$ cat src/pcd_map.svh
`ifndef PCD_MAP_SVH
`define PCD_MAP_SVH

// Register byte addresses on the bus.
`define PCD_A_CTRL 8'h00
`define PCD_A_MULT 8'h04
`define PCD_A_RDIV 8'h08
`define PCD_A_STS 8'h0c
`define PCD_A_CLR 8'h10
`define PCD_A_IEN 8'h14

// Clock control field positions.
`define PCD_F_LOCK 7
`define PCD_F_PWR 6
`define PCD_F_SRC 5
`define PCD_F_BCS_HI 4
`define PCD_F_BCS_LO 2
`define PCD_F_MCS_HI 1
`define PCD_F_MCS_LO 0

// Reset values.
`define PCD_R_PWR 1'b0
`define PCD_R_SRC 1'b0
`define PCD_R_BCS 3'h0
`define PCD_R_MCS 2'h0
`define PCD_R_CNT12 12'hfff
`define PCD_R_EV 4'h0

// Interrupt status bit positions.
`define PCD_E_LOCK_UP 0
`define PCD_E_LOCK_DN 1
`define PCD_E_DIV 2
`define PCD_E_SRC 3

`endif

$ cat src/pcd_pkg.sv
package pcd_pkg;

    typedef enum logic {
        PCD_SRC_XTAL = 1'b0,
        PCD_SRC_LOOP = 1'b1
    } pcd_src_t;

    typedef logic [3:0] pcd_ev_t;

endpackage

$ cat src/pcd_divider.sv
`timescale 1ns/1ps
`include "pcd_map.svh"

module pcd_divider (
    input wire logic clk_i,
    input wire logic rst_i,
    input wire logic root_rise_i,
    input wire logic root_lvl_i,
    input wire logic [2:0] bcs_i,
    input wire logic [1:0] mcs_i,
    output logic sys_clk_o,
    output logic bus_clk_o,
    output logic mod_clk_o,
    output logic applied_o
);

    // Tap n of the ripple count: n = 0 is the root itself.
    function automatic logic tap(input logic [10:0] cnt,
                                 input logic [3:0] n,
                                 input logic lvl);
        logic r;
        r = lvl;
        if (n != 4'h0) begin
            r = cnt[n - 4'h1];
        end
        return r;
    endfunction

    logic [10:0] cnt_ff;
    logic [2:0] bcs_ff;
    logic [1:0] mcs_ff;
    logic sys_ff;
    logic bus_ff;
    logic mod_ff;
    logic app_ff;

    wire wrap = root_rise_i & (&cnt_ff);
    wire change = (bcs_i != bcs_ff) | (mcs_i != mcs_ff);
    wire apply = wrap & change;
    wire [3:0] n_sys = {1'b0, bcs_ff};
    wire [3:0] n_bus = n_sys + 4'h1;
    wire [3:0] n_mod = n_bus + {2'b00, mcs_ff};
    wire [10:0] nxt_cnt = root_rise_i ? cnt_ff + 11'h001 : cnt_ff;

    ////////////////////////////////////////////////////////////////////////
    // New settings are taken only when every counter tap falls together at the
    // wrap, so no derived clock shows a shortened pulse. The price is a
    // latency of up to 2048 root edges before a change is seen.
    always_ff @(posedge clk_i) begin
        if (rst_i) begin
            bcs_ff <= `PCD_R_BCS;
            mcs_ff <= `PCD_R_MCS;
        end else if (apply) begin
            bcs_ff <= bcs_i;
            mcs_ff <= mcs_i;
        end
    end

    always_ff @(posedge clk_i) begin
        if (rst_i) begin
            cnt_ff <= 11'h000;
            app_ff <= 1'b0;
        end else begin
            cnt_ff <= nxt_cnt;
            app_ff <= apply;
        end
    end

    always_ff @(posedge clk_i) begin
        if (rst_i) begin
            sys_ff <= 1'b0;
            bus_ff <= 1'b0;
            mod_ff <= 1'b0;
        end else begin
            sys_ff <= tap(cnt_ff, n_sys, root_lvl_i);
            bus_ff <= tap(cnt_ff, n_bus, root_lvl_i);
            mod_ff <= tap(cnt_ff, n_mod, root_lvl_i);
        end
    end

    assign sys_clk_o = sys_ff;
    assign bus_clk_o = bus_ff;
    assign mod_clk_o = mod_ff;
    assign applied_o = app_ff;
endmodule

$ cat src/pcd_clock_ctrl.sv
// Decided for this implementation: the address map and register access over Wishbone.
`timescale 1ns/1ps
`include "pcd_map.svh"

module pcd_clock_ctrl (
    input wire logic clk_i,
    input wire logic rst_i,
    input wire logic cyc_i,
    input wire logic stb_i,
    input wire logic we_i,
    input wire logic [7:0] adr_i,
    input wire logic [3:0] sel_i,
    input wire logic [31:0] dat_i,
    output logic [31:0] dat_o,
    output logic ack_o,
    input wire logic xtal_clk_i,
    input wire logic loop_clk_i,
    output logic loop_power_o,
    output logic [11:0] loop_mult_o,
    output logic ref_clock_o,
    output logic sys_clock_o,
    output logic bus_clock_o,
    output logic module_clock_o,
    output logic irq_o
);

    // Byte-lane merge for the 12-bit count registers.
    function automatic logic [11:0] merge12(input logic [11:0] old,
                                            input logic [31:0] d,
                                            input logic [3:0] s);
        logic [11:0] r;
        r = old;
        if (s[0]) begin
            r[7:0] = d[7:0];
        end
        if (s[1]) begin
            r[11:8] = d[11:8];
        end
        return r;
    endfunction

    ////////////////////////////////////////////////////////////////////////
    // Input synchronisers. Both root clocks are sampled by clk_i, so they
    // must run no faster than 6.25 MHz for each level to be seen.
    logic [1:0] sy1_ff;
    logic [1:0] sy2_ff;
    logic [1:0] sy3_ff;
    logic [1:0] lvl_ff;
    logic [1:0] nxt_lvl;

    assign nxt_lvl[0] = (sy2_ff[0] == sy3_ff[0]) ? sy3_ff[0] : lvl_ff[0];
    assign nxt_lvl[1] = (sy2_ff[1] == sy3_ff[1]) ? sy3_ff[1] : lvl_ff[1];

    always_ff @(posedge clk_i) begin
        if (rst_i) begin
            sy1_ff <= 2'b00;
            sy2_ff <= 2'b00;
            sy3_ff <= 2'b00;
            lvl_ff <= 2'b00;
        end else begin
            sy1_ff <= {loop_clk_i, xtal_clk_i};
            sy2_ff <= sy1_ff;
            sy3_ff <= sy2_ff;
            lvl_ff <= nxt_lvl;
        end
    end

    wire xtal_rise = nxt_lvl[0] & ~lvl_ff[0];
    wire loop_rise = nxt_lvl[1] & ~lvl_ff[1];

    ////////////////////////////////////////////////////////////////////////
    // Register bus. One wait state: ack follows the request by one edge,
    // and writes commit on the edge that the master sees ack.
    logic ack_ff;
    logic [31:0] dat_ff;
    logic pwr_ff;
    logic src_ff;
    logic [2:0] bcs_ff;
    logic [1:0] mcs_ff;
    logic [11:0] mult_ff;
    logic [11:0] rdiv_ff;
    logic lock_ff;
    pcd_pkg::pcd_ev_t sts_ff;
    pcd_pkg::pcd_ev_t ien_ff;
    logic irq_ff;

    wire req = cyc_i & stb_i;
    wire rd_go = req & ~ack_ff;
    wire wr_go = req & we_i & ack_ff;
    wire hit_ctrl = adr_i == `PCD_A_CTRL;
    wire hit_mult = adr_i == `PCD_A_MULT;
    wire hit_rdiv = adr_i == `PCD_A_RDIV;
    wire hit_sts = adr_i == `PCD_A_STS;
    wire hit_clr = adr_i == `PCD_A_CLR;
    wire hit_ien = adr_i == `PCD_A_IEN;
    wire wr_ctrl = wr_go & hit_ctrl & sel_i[0];
    wire [7:0] ctrl_rd = {lock_ff, pwr_ff, src_ff, bcs_ff, mcs_ff};
    wire [31:0] rdata =
        hit_ctrl ? {24'h000000, ctrl_rd} :
        hit_mult ? {20'h00000, mult_ff} :
        hit_rdiv ? {20'h00000, rdiv_ff} :
        hit_sts ? {28'h0000000, sts_ff} :
        hit_ien ? {28'h0000000, ien_ff} : 32'h00000000;

    always_ff @(posedge clk_i) begin
        if (rst_i) begin
            ack_ff <= 1'b0;
            dat_ff <= 32'h00000000;
        end else begin
            ack_ff <= rd_go;
            if (rd_go) begin
                dat_ff <= rdata;
            end
        end
    end

    // No write-once or mode gating: any write that selects byte lane 0 lands.
    always_ff @(posedge clk_i) begin
        if (rst_i) begin
            pwr_ff <= `PCD_R_PWR;
            src_ff <= `PCD_R_SRC;
            bcs_ff <= `PCD_R_BCS;
            mcs_ff <= `PCD_R_MCS;
        end else if (wr_ctrl) begin
            pwr_ff <= dat_i[`PCD_F_PWR];
            src_ff <= dat_i[`PCD_F_SRC];
            bcs_ff <= dat_i[`PCD_F_BCS_HI:`PCD_F_BCS_LO];
            mcs_ff <= dat_i[`PCD_F_MCS_HI:`PCD_F_MCS_LO];
        end
    end

    always_ff @(posedge clk_i) begin
        if (rst_i) begin
            mult_ff <= `PCD_R_CNT12;
            rdiv_ff <= `PCD_R_CNT12;
            ien_ff <= `PCD_R_EV;
        end else begin
            if (wr_go & hit_mult) begin
                mult_ff <= merge12(mult_ff, dat_i, sel_i);
            end
            if (wr_go & hit_rdiv) begin
                rdiv_ff <= merge12(rdiv_ff, dat_i, sel_i);
            end
            if (wr_go & hit_ien & sel_i[0]) begin
                ien_ff <= dat_i[3:0];
            end
        end
    end

    ////////////////////////////////////////////////////////////////////////
    // Lock detection. Over one reference window (rdiv crystal edges) the
    // loop should give mult edges; lock means the count lies in
    // [mult/2, 2*mult]. The edge counter saturates instead of wrapping.
    // A window count already past a newly lowered limit ends on the next
    // crystal edge rather than running all the way round the 12-bit range.
    logic [11:0] xcnt_ff;
    logic [12:0] lcnt_ff;
    logic refc_ff;

    wire [11:0] rdiv_last = (rdiv_ff == 12'h000) ? 12'h000 :
                            rdiv_ff - 12'h001;
    wire win_end = xtal_rise & (xcnt_ff >= rdiv_last);
    wire [13:0] lcnt_x2 = {lcnt_ff, 1'b0};
    wire [12:0] mult_x2 = {mult_ff, 1'b0};
    wire in_band = (lcnt_x2 >= {2'b00, mult_ff}) & (lcnt_ff <= mult_x2);
    wire [12:0] lcnt_inc = (&lcnt_ff) ? lcnt_ff : lcnt_ff + 13'h0001;

    always_ff @(posedge clk_i) begin
        if (rst_i) begin
            xcnt_ff <= 12'h000;
            refc_ff <= 1'b0;
        end else begin
            if (win_end) begin
                xcnt_ff <= 12'h000;
            end else if (xtal_rise) begin
                xcnt_ff <= xcnt_ff + 12'h001;
            end
            refc_ff <= xcnt_ff < {1'b0, rdiv_ff[11:1]};
        end
    end

    always_ff @(posedge clk_i) begin
        if (rst_i) begin
            lcnt_ff <= 13'h0000;
            lock_ff <= 1'b0;
        end else if (!pwr_ff) begin
            lcnt_ff <= 13'h0000;
            lock_ff <= 1'b0;
        end else if (win_end) begin
            lcnt_ff <= 13'h0000;
            lock_ff <= in_band;
        end else if (loop_rise) begin
            lcnt_ff <= lcnt_inc;
        end
    end

    ////////////////////////////////////////////////////////////////////////
    // Root source mux. The switch waits until both roots are low so the
    // edge detector never sees a false rise across the change. Losing
    // lock drops back to the crystal.
    pcd_pkg::pcd_src_t act_ff;
    pcd_pkg::pcd_src_t want;
    logic act_sw_ff;

    assign want = (src_ff & lock_ff) ? pcd_pkg::PCD_SRC_LOOP :
                  pcd_pkg::PCD_SRC_XTAL;
    wire quiet = ~lvl_ff[0] & ~lvl_ff[1] & ~nxt_lvl[0] & ~nxt_lvl[1];
    wire do_sw = (want != act_ff) & quiet;
    wire on_loop = act_ff == pcd_pkg::PCD_SRC_LOOP;
    wire root_rise = on_loop ? loop_rise : xtal_rise;
    wire root_lvl = on_loop ? lvl_ff[1] : lvl_ff[0];

    always_ff @(posedge clk_i) begin
        if (rst_i) begin
            act_ff <= pcd_pkg::PCD_SRC_XTAL;
            act_sw_ff <= 1'b0;
        end else begin
            if (do_sw) begin
                act_ff <= want;
            end
            act_sw_ff <= do_sw;
        end
    end

    logic div_app;
    logic sys_clk;
    logic bus_clk;
    logic mod_clk;

    pcd_divider u_div (
        .clk_i(clk_i),
        .rst_i(rst_i),
        .root_rise_i(root_rise),
        .root_lvl_i(root_lvl),
        .bcs_i(bcs_ff),
        .mcs_i(mcs_ff),
        .sys_clk_o(sys_clk),
        .bus_clk_o(bus_clk),
        .mod_clk_o(mod_clk),
        .applied_o(div_app)
    );

    ////////////////////////////////////////////////////////////////////////
    // Interrupts. A new event in the clearing cycle survives the clear.
    logic lock_d_ff;
    pcd_pkg::pcd_ev_t ev;
    pcd_pkg::pcd_ev_t clr;
    pcd_pkg::pcd_ev_t nxt_sts;

    assign ev[`PCD_E_LOCK_UP] = lock_ff & ~lock_d_ff;
    assign ev[`PCD_E_LOCK_DN] = ~lock_ff & lock_d_ff;
    assign ev[`PCD_E_DIV] = div_app;
    assign ev[`PCD_E_SRC] = act_sw_ff;
    assign clr = (wr_go & hit_clr & sel_i[0]) ? dat_i[3:0] : 4'h0;
    assign nxt_sts = (sts_ff & ~clr) | ev;

    always_ff @(posedge clk_i) begin
        if (rst_i) begin
            lock_d_ff <= 1'b0;
            sts_ff <= `PCD_R_EV;
            irq_ff <= 1'b0;
        end else begin
            lock_d_ff <= lock_ff;
            sts_ff <= nxt_sts;
            irq_ff <= |(nxt_sts & ien_ff);
        end
    end

    logic sys_ff;
    logic bus_ff;
    logic mod_ff;

    always_ff @(posedge clk_i) begin
        if (rst_i) begin
            sys_ff <= 1'b0;
            bus_ff <= 1'b0;
            mod_ff <= 1'b0;
        end else begin
            sys_ff <= sys_clk;
            bus_ff <= bus_clk;
            mod_ff <= mod_clk;
        end
    end

    assign dat_o = dat_ff;
    assign ack_o = ack_ff;
    assign loop_power_o = pwr_ff;
    assign loop_mult_o = mult_ff;
    assign ref_clock_o = refc_ff;
    assign sys_clock_o = sys_ff;
    assign bus_clock_o = bus_ff;
    assign module_clock_o = mod_ff;
    assign irq_o = irq_ff;
endmodule

$ cat config.mk
export PLATFORM = sky130hd
export DESIGN_NAME = pcd_clock_ctrl
export DESIGN_NICKNAME = d
export VERILOG_FILES = /design/src/pcd_pkg.sv /design/src/pcd_divider.sv /design/src/pcd_clock_ctrl.sv
export VERILOG_INCLUDE_DIRS = /design/src
export SDC_FILE = /design/constraint.sdc
export NUM_CORES = 1
export LEC_CHECK = 0
export BUFFER_PORTS_ARGS = -buffer_cell sky130_fd_sc_hd__buf_4
export CELL_PAD_IN_SITES_DETAIL_PLACEMENT = 0
export CELL_PAD_IN_SITES_GLOBAL_PLACEMENT = 2
export CORE_UTILIZATION = 35
export CTS_BUF_LIST = sky130_fd_sc_hd__clkbuf_8
export CTS_CLUSTER_SIZE = 30
export DETAILED_ROUTE_END_ITERATION = 6
export GPL_ROUTABILITY_DRIVEN = 0
export GPL_TIMING_DRIVEN = 0
export HOLD_SLACK_MARGIN = 0.02
export PLACE_DENSITY = 0.78
export SKIP_LAST_GASP = 1
export SLEW_MARGIN = 40
export SYNTH_ARGS = -nofsm -noshare
export SYNTH_HDL_FRONTEND = slang
export SYNTH_SLANG_ARGS = --single-unit
$ cat constraint.sdc
create_clock -name clk_i -period 6.6 [get_ports clk_i]
set_input_delay 0.66 -clock clk_i [delete_from_list [all_inputs] [get_ports clk_i]]
set_output_delay 0.66 -clock clk_i [all_outputs]
set_load 0.1 [all_outputs]
==> metrics.yaml <==
outcome:
  status: "finished, final reports clean"
global_routing:
  grt_max_degree: 17
  overflow: 0
  top_usage_layer: "met2"
  grt_antenna_before_repair: 0
  use_met1_pct: 25.6
  grtUsageTotal_pct: 19.7
  grtUsageMet2_pct: 32.7
  use_met3_pct: 4.24
  first_global_vias: 5710
  grt_pass1_wl_um: 29800
floorplanning:
  rows: 50
  initial_core_util_pct: 35.7
  die_h_um: 140
  ios: 102
  die_x_um: 140
  core_area_mm2: 0.0187
  die_area_mm2: 0.0196
power_and_ir_drop:
  swShare_pct: 28.9
  power_frac_comb_pct: 10.2
  clock_power_share_pct: 45.5
  power.internal_w: 0.00112
  p_sw_w: 0.000455
  p_leak_nw: 3.61
  total_power_w: 0.00157
  seq_power_share_pct: 44.3
  ir_drop_mv: 0.114
  power_density_mw_per_mm2: 199
critical_path:
  path_max_fanout: 10
  cp-start-kind: "register"
  path_cells: "clkbuf_1 > nor4_1 > nand3_1 > xnor2_1 > nand2_1 > ha_1 > nand3_1 > or3_1 > a31oi_1 > nand2b_1 > clkbuf_1 > nor2_1"
  cpLargestDelayFamily: "simple AND/OR/NAND/NOR gates"
  worstPathRequired_ns: 6.93
  crit_buf_inv: 2
  critPathMaxStageDelay_ns: 0.63
  critical_path_class: "reg -> reg"
  cpMaxStageDelayCell: "nor4_1"
  worstSetupEndpointType: "register"
  arrival_ns: 4.11
logic_synthesis:
  syn_area_per_cell_um2: 8.62
  ys_ff_latch: 114
  synthCells: 774
  synth_top_flop_cell: "dfxtp_1"
  async_flop_share_pct: 0
  synth_cell_types: 66
  ys_seq_area_share_pct: 34.2
  yosys_warnings: 0
  synth_edf_count: 0
  syn_area_mm2: 0.00667
timing:
  maxSlewHeadroom_pct: 49.8
  fmax_ghz: 0.265
  worst_pin_slew_ns: 0.754
  finalMaxSlewViolations: 0
  final_hold_viol_count: 0
  finalSetupViolations: 0
  clock_skew_ns: 0.0111
  fin_tns_setup_ns: 0
  post-route-period-util_pct: 57.2
  rsz0062_at_grt: "false"
  fin_crit_ns: 3.78
clocking:
  h-tree-depth: 4
  cts_buffers: 17
  clock-sinks: 114
  post_cts_buffers: 0
  cts_tree: "yes"
  path_clk_slew_ns: 0.08
  worstSkewPairLatency_ns: 0.46
  ctsHoldBuffers: 0
  cts_resized: 0
  cts_buffer_depth: 2
  root_buffer: "clkbuf_8"
cells_and_area:
  final_common_cell: "dfxtp_1"
  nNetsFinal: 978
  final_cell_mix: "114 x dfxtp_1, 89 x nor2_1, 81 x nand2_1, 81 x buf_4, 56 x ha_1"
  antenna-diode-count: 0
  finalInstanceArea_mm2: 0.00791
  syn2layout_area_growth_pct: 18.5
  drive_gt1_share_pct: 16.5
  nFillCells: 1908
drt:
  remaining_drc_errors: 0
  viasPerCell: 5.13
  antenna_left: 0
  avgRoutedWirePerCell_um: 16.4
  firstDrtPassIters: 5
  num_vias: 5734
  drt_iter0_markers: 298
  drt_wl_total_um: 18400
min_path:
  min_path_type: "in -> reg"
place:
  place_area_mm2: 0.00747
  portBuffers: 58
  hpwl_um: 14500
job:
  drv_cap: 0
==> cells in the mapped netlist, drive strengths merged, types with 12 or more instances <==
library cell  number  area (µm²)
o211ai            26         195
ha                56         701
inv               41         154
buf               34         255
nand4             16         100
nand3             19        95.1
nor2              91         347
a21oi             32         160
nor2b             17         106
o21ai             19        95.1
xnor2             21         191
mux2i             35         350
xor2              26         228
and3              12        75.1
nand2             81         304
nor3              20         111
dfxtp            114        2280
clkbuf            19        71.3
==> power by group through the flow <==
stage / clock network [W] / registers [W] / logic, W
floorplan: 0 / 0.000746 / 0.0000875
global placement: 0 / 0.000714 / 0.000161
detailed placement: 0 / 0.000714 / 0.000161
CTS: 0.000733 / 0.000698 / 0.000161
global route: 0.000766 / 0.000699 / 0.000168
finish: 0.000716 / 0.000698 / 0.000161
==> per-layer routing <==
layer,share of wire (%),vias to the layer above
li1,-,2868
met1,48,2732
met2,47,114
met3,3.9,20
met4,1.3,0
met5,0,-
==> sequential cells by signal, indices dropped and copies added (netlist names), 3 cells and up <==
name / cells
bcs_ff: 3
rdiv_ff: 12
xcnt_ff: 12
loop_mult_o: 12
u_div.bcs_ff: 3
u_div.cnt_ff: 11
sts_ff: 4
ien_ff: 4
dat_o: 12
lcnt_ff: 13
==> metrics by stage <==
stage               util [%]  instances  hold slack (ns)  setup slack, ns
floorplan                  -        793            0.414             3.52
global placement        39.9       1085            0.437             2.90
detailed placement      39.9       1085            0.430             2.88
CTS                     42.2       1117            0.402             2.85
global route            42.3       1117            0.421             2.53
finish                  42.3       1117            0.420             2.82
==> worst paths after layout <==
path / startpoint / endpoint / slack (ns) / cells after the start
setup / recovery: rdiv_ff[4] / lcnt_ff[4] / 2.82 / 12
hold / removal: xtal_clk_i / sy1_ff[0] / 0.42 / 2
setup reg to reg: rdiv_ff[4] / lcnt_ff[4] / 2.82 / 12
hold reg to reg: u_div.mod_clk_o / module_clock_o / 0.45 / 1
==> cells by family (layout without fill, tap and decap cells) <==
logic type               count (synthesis)  after routing  synth area share, %
flip-flops                             114            114                 34.2
buffers and inverters                   94            184                 7.20
adder cells (fa/ha/maj)                 57             57                 10.8
multiplexers                            40             40                 6.77
AND/OR/NAND/NOR                        293            293                 21.3
AO/OA/AOI/OAI                          127            127                 13.0
XOR/XNOR                                48             48                 6.64
other                                    1             20               0.0562
==> area by class of cell <==
class | instances | area (µm²) | share of cell area, %
inverter | 41 | 154 | 1.95
clock buffer | 18 | 248 | 3.13
tap | 234 | 293 | 3.70
multi-input combinational | 585 | 3990 | 50.4
clock inverter | 14 | 179 | 2.26
sequential | 114 | 2280 | 28.9
buffer | 53 | 327 | 4.13
timing repair buffer | 58 | 435 | 5.51
No activity file was read; power rests on OpenSTA's default activity.
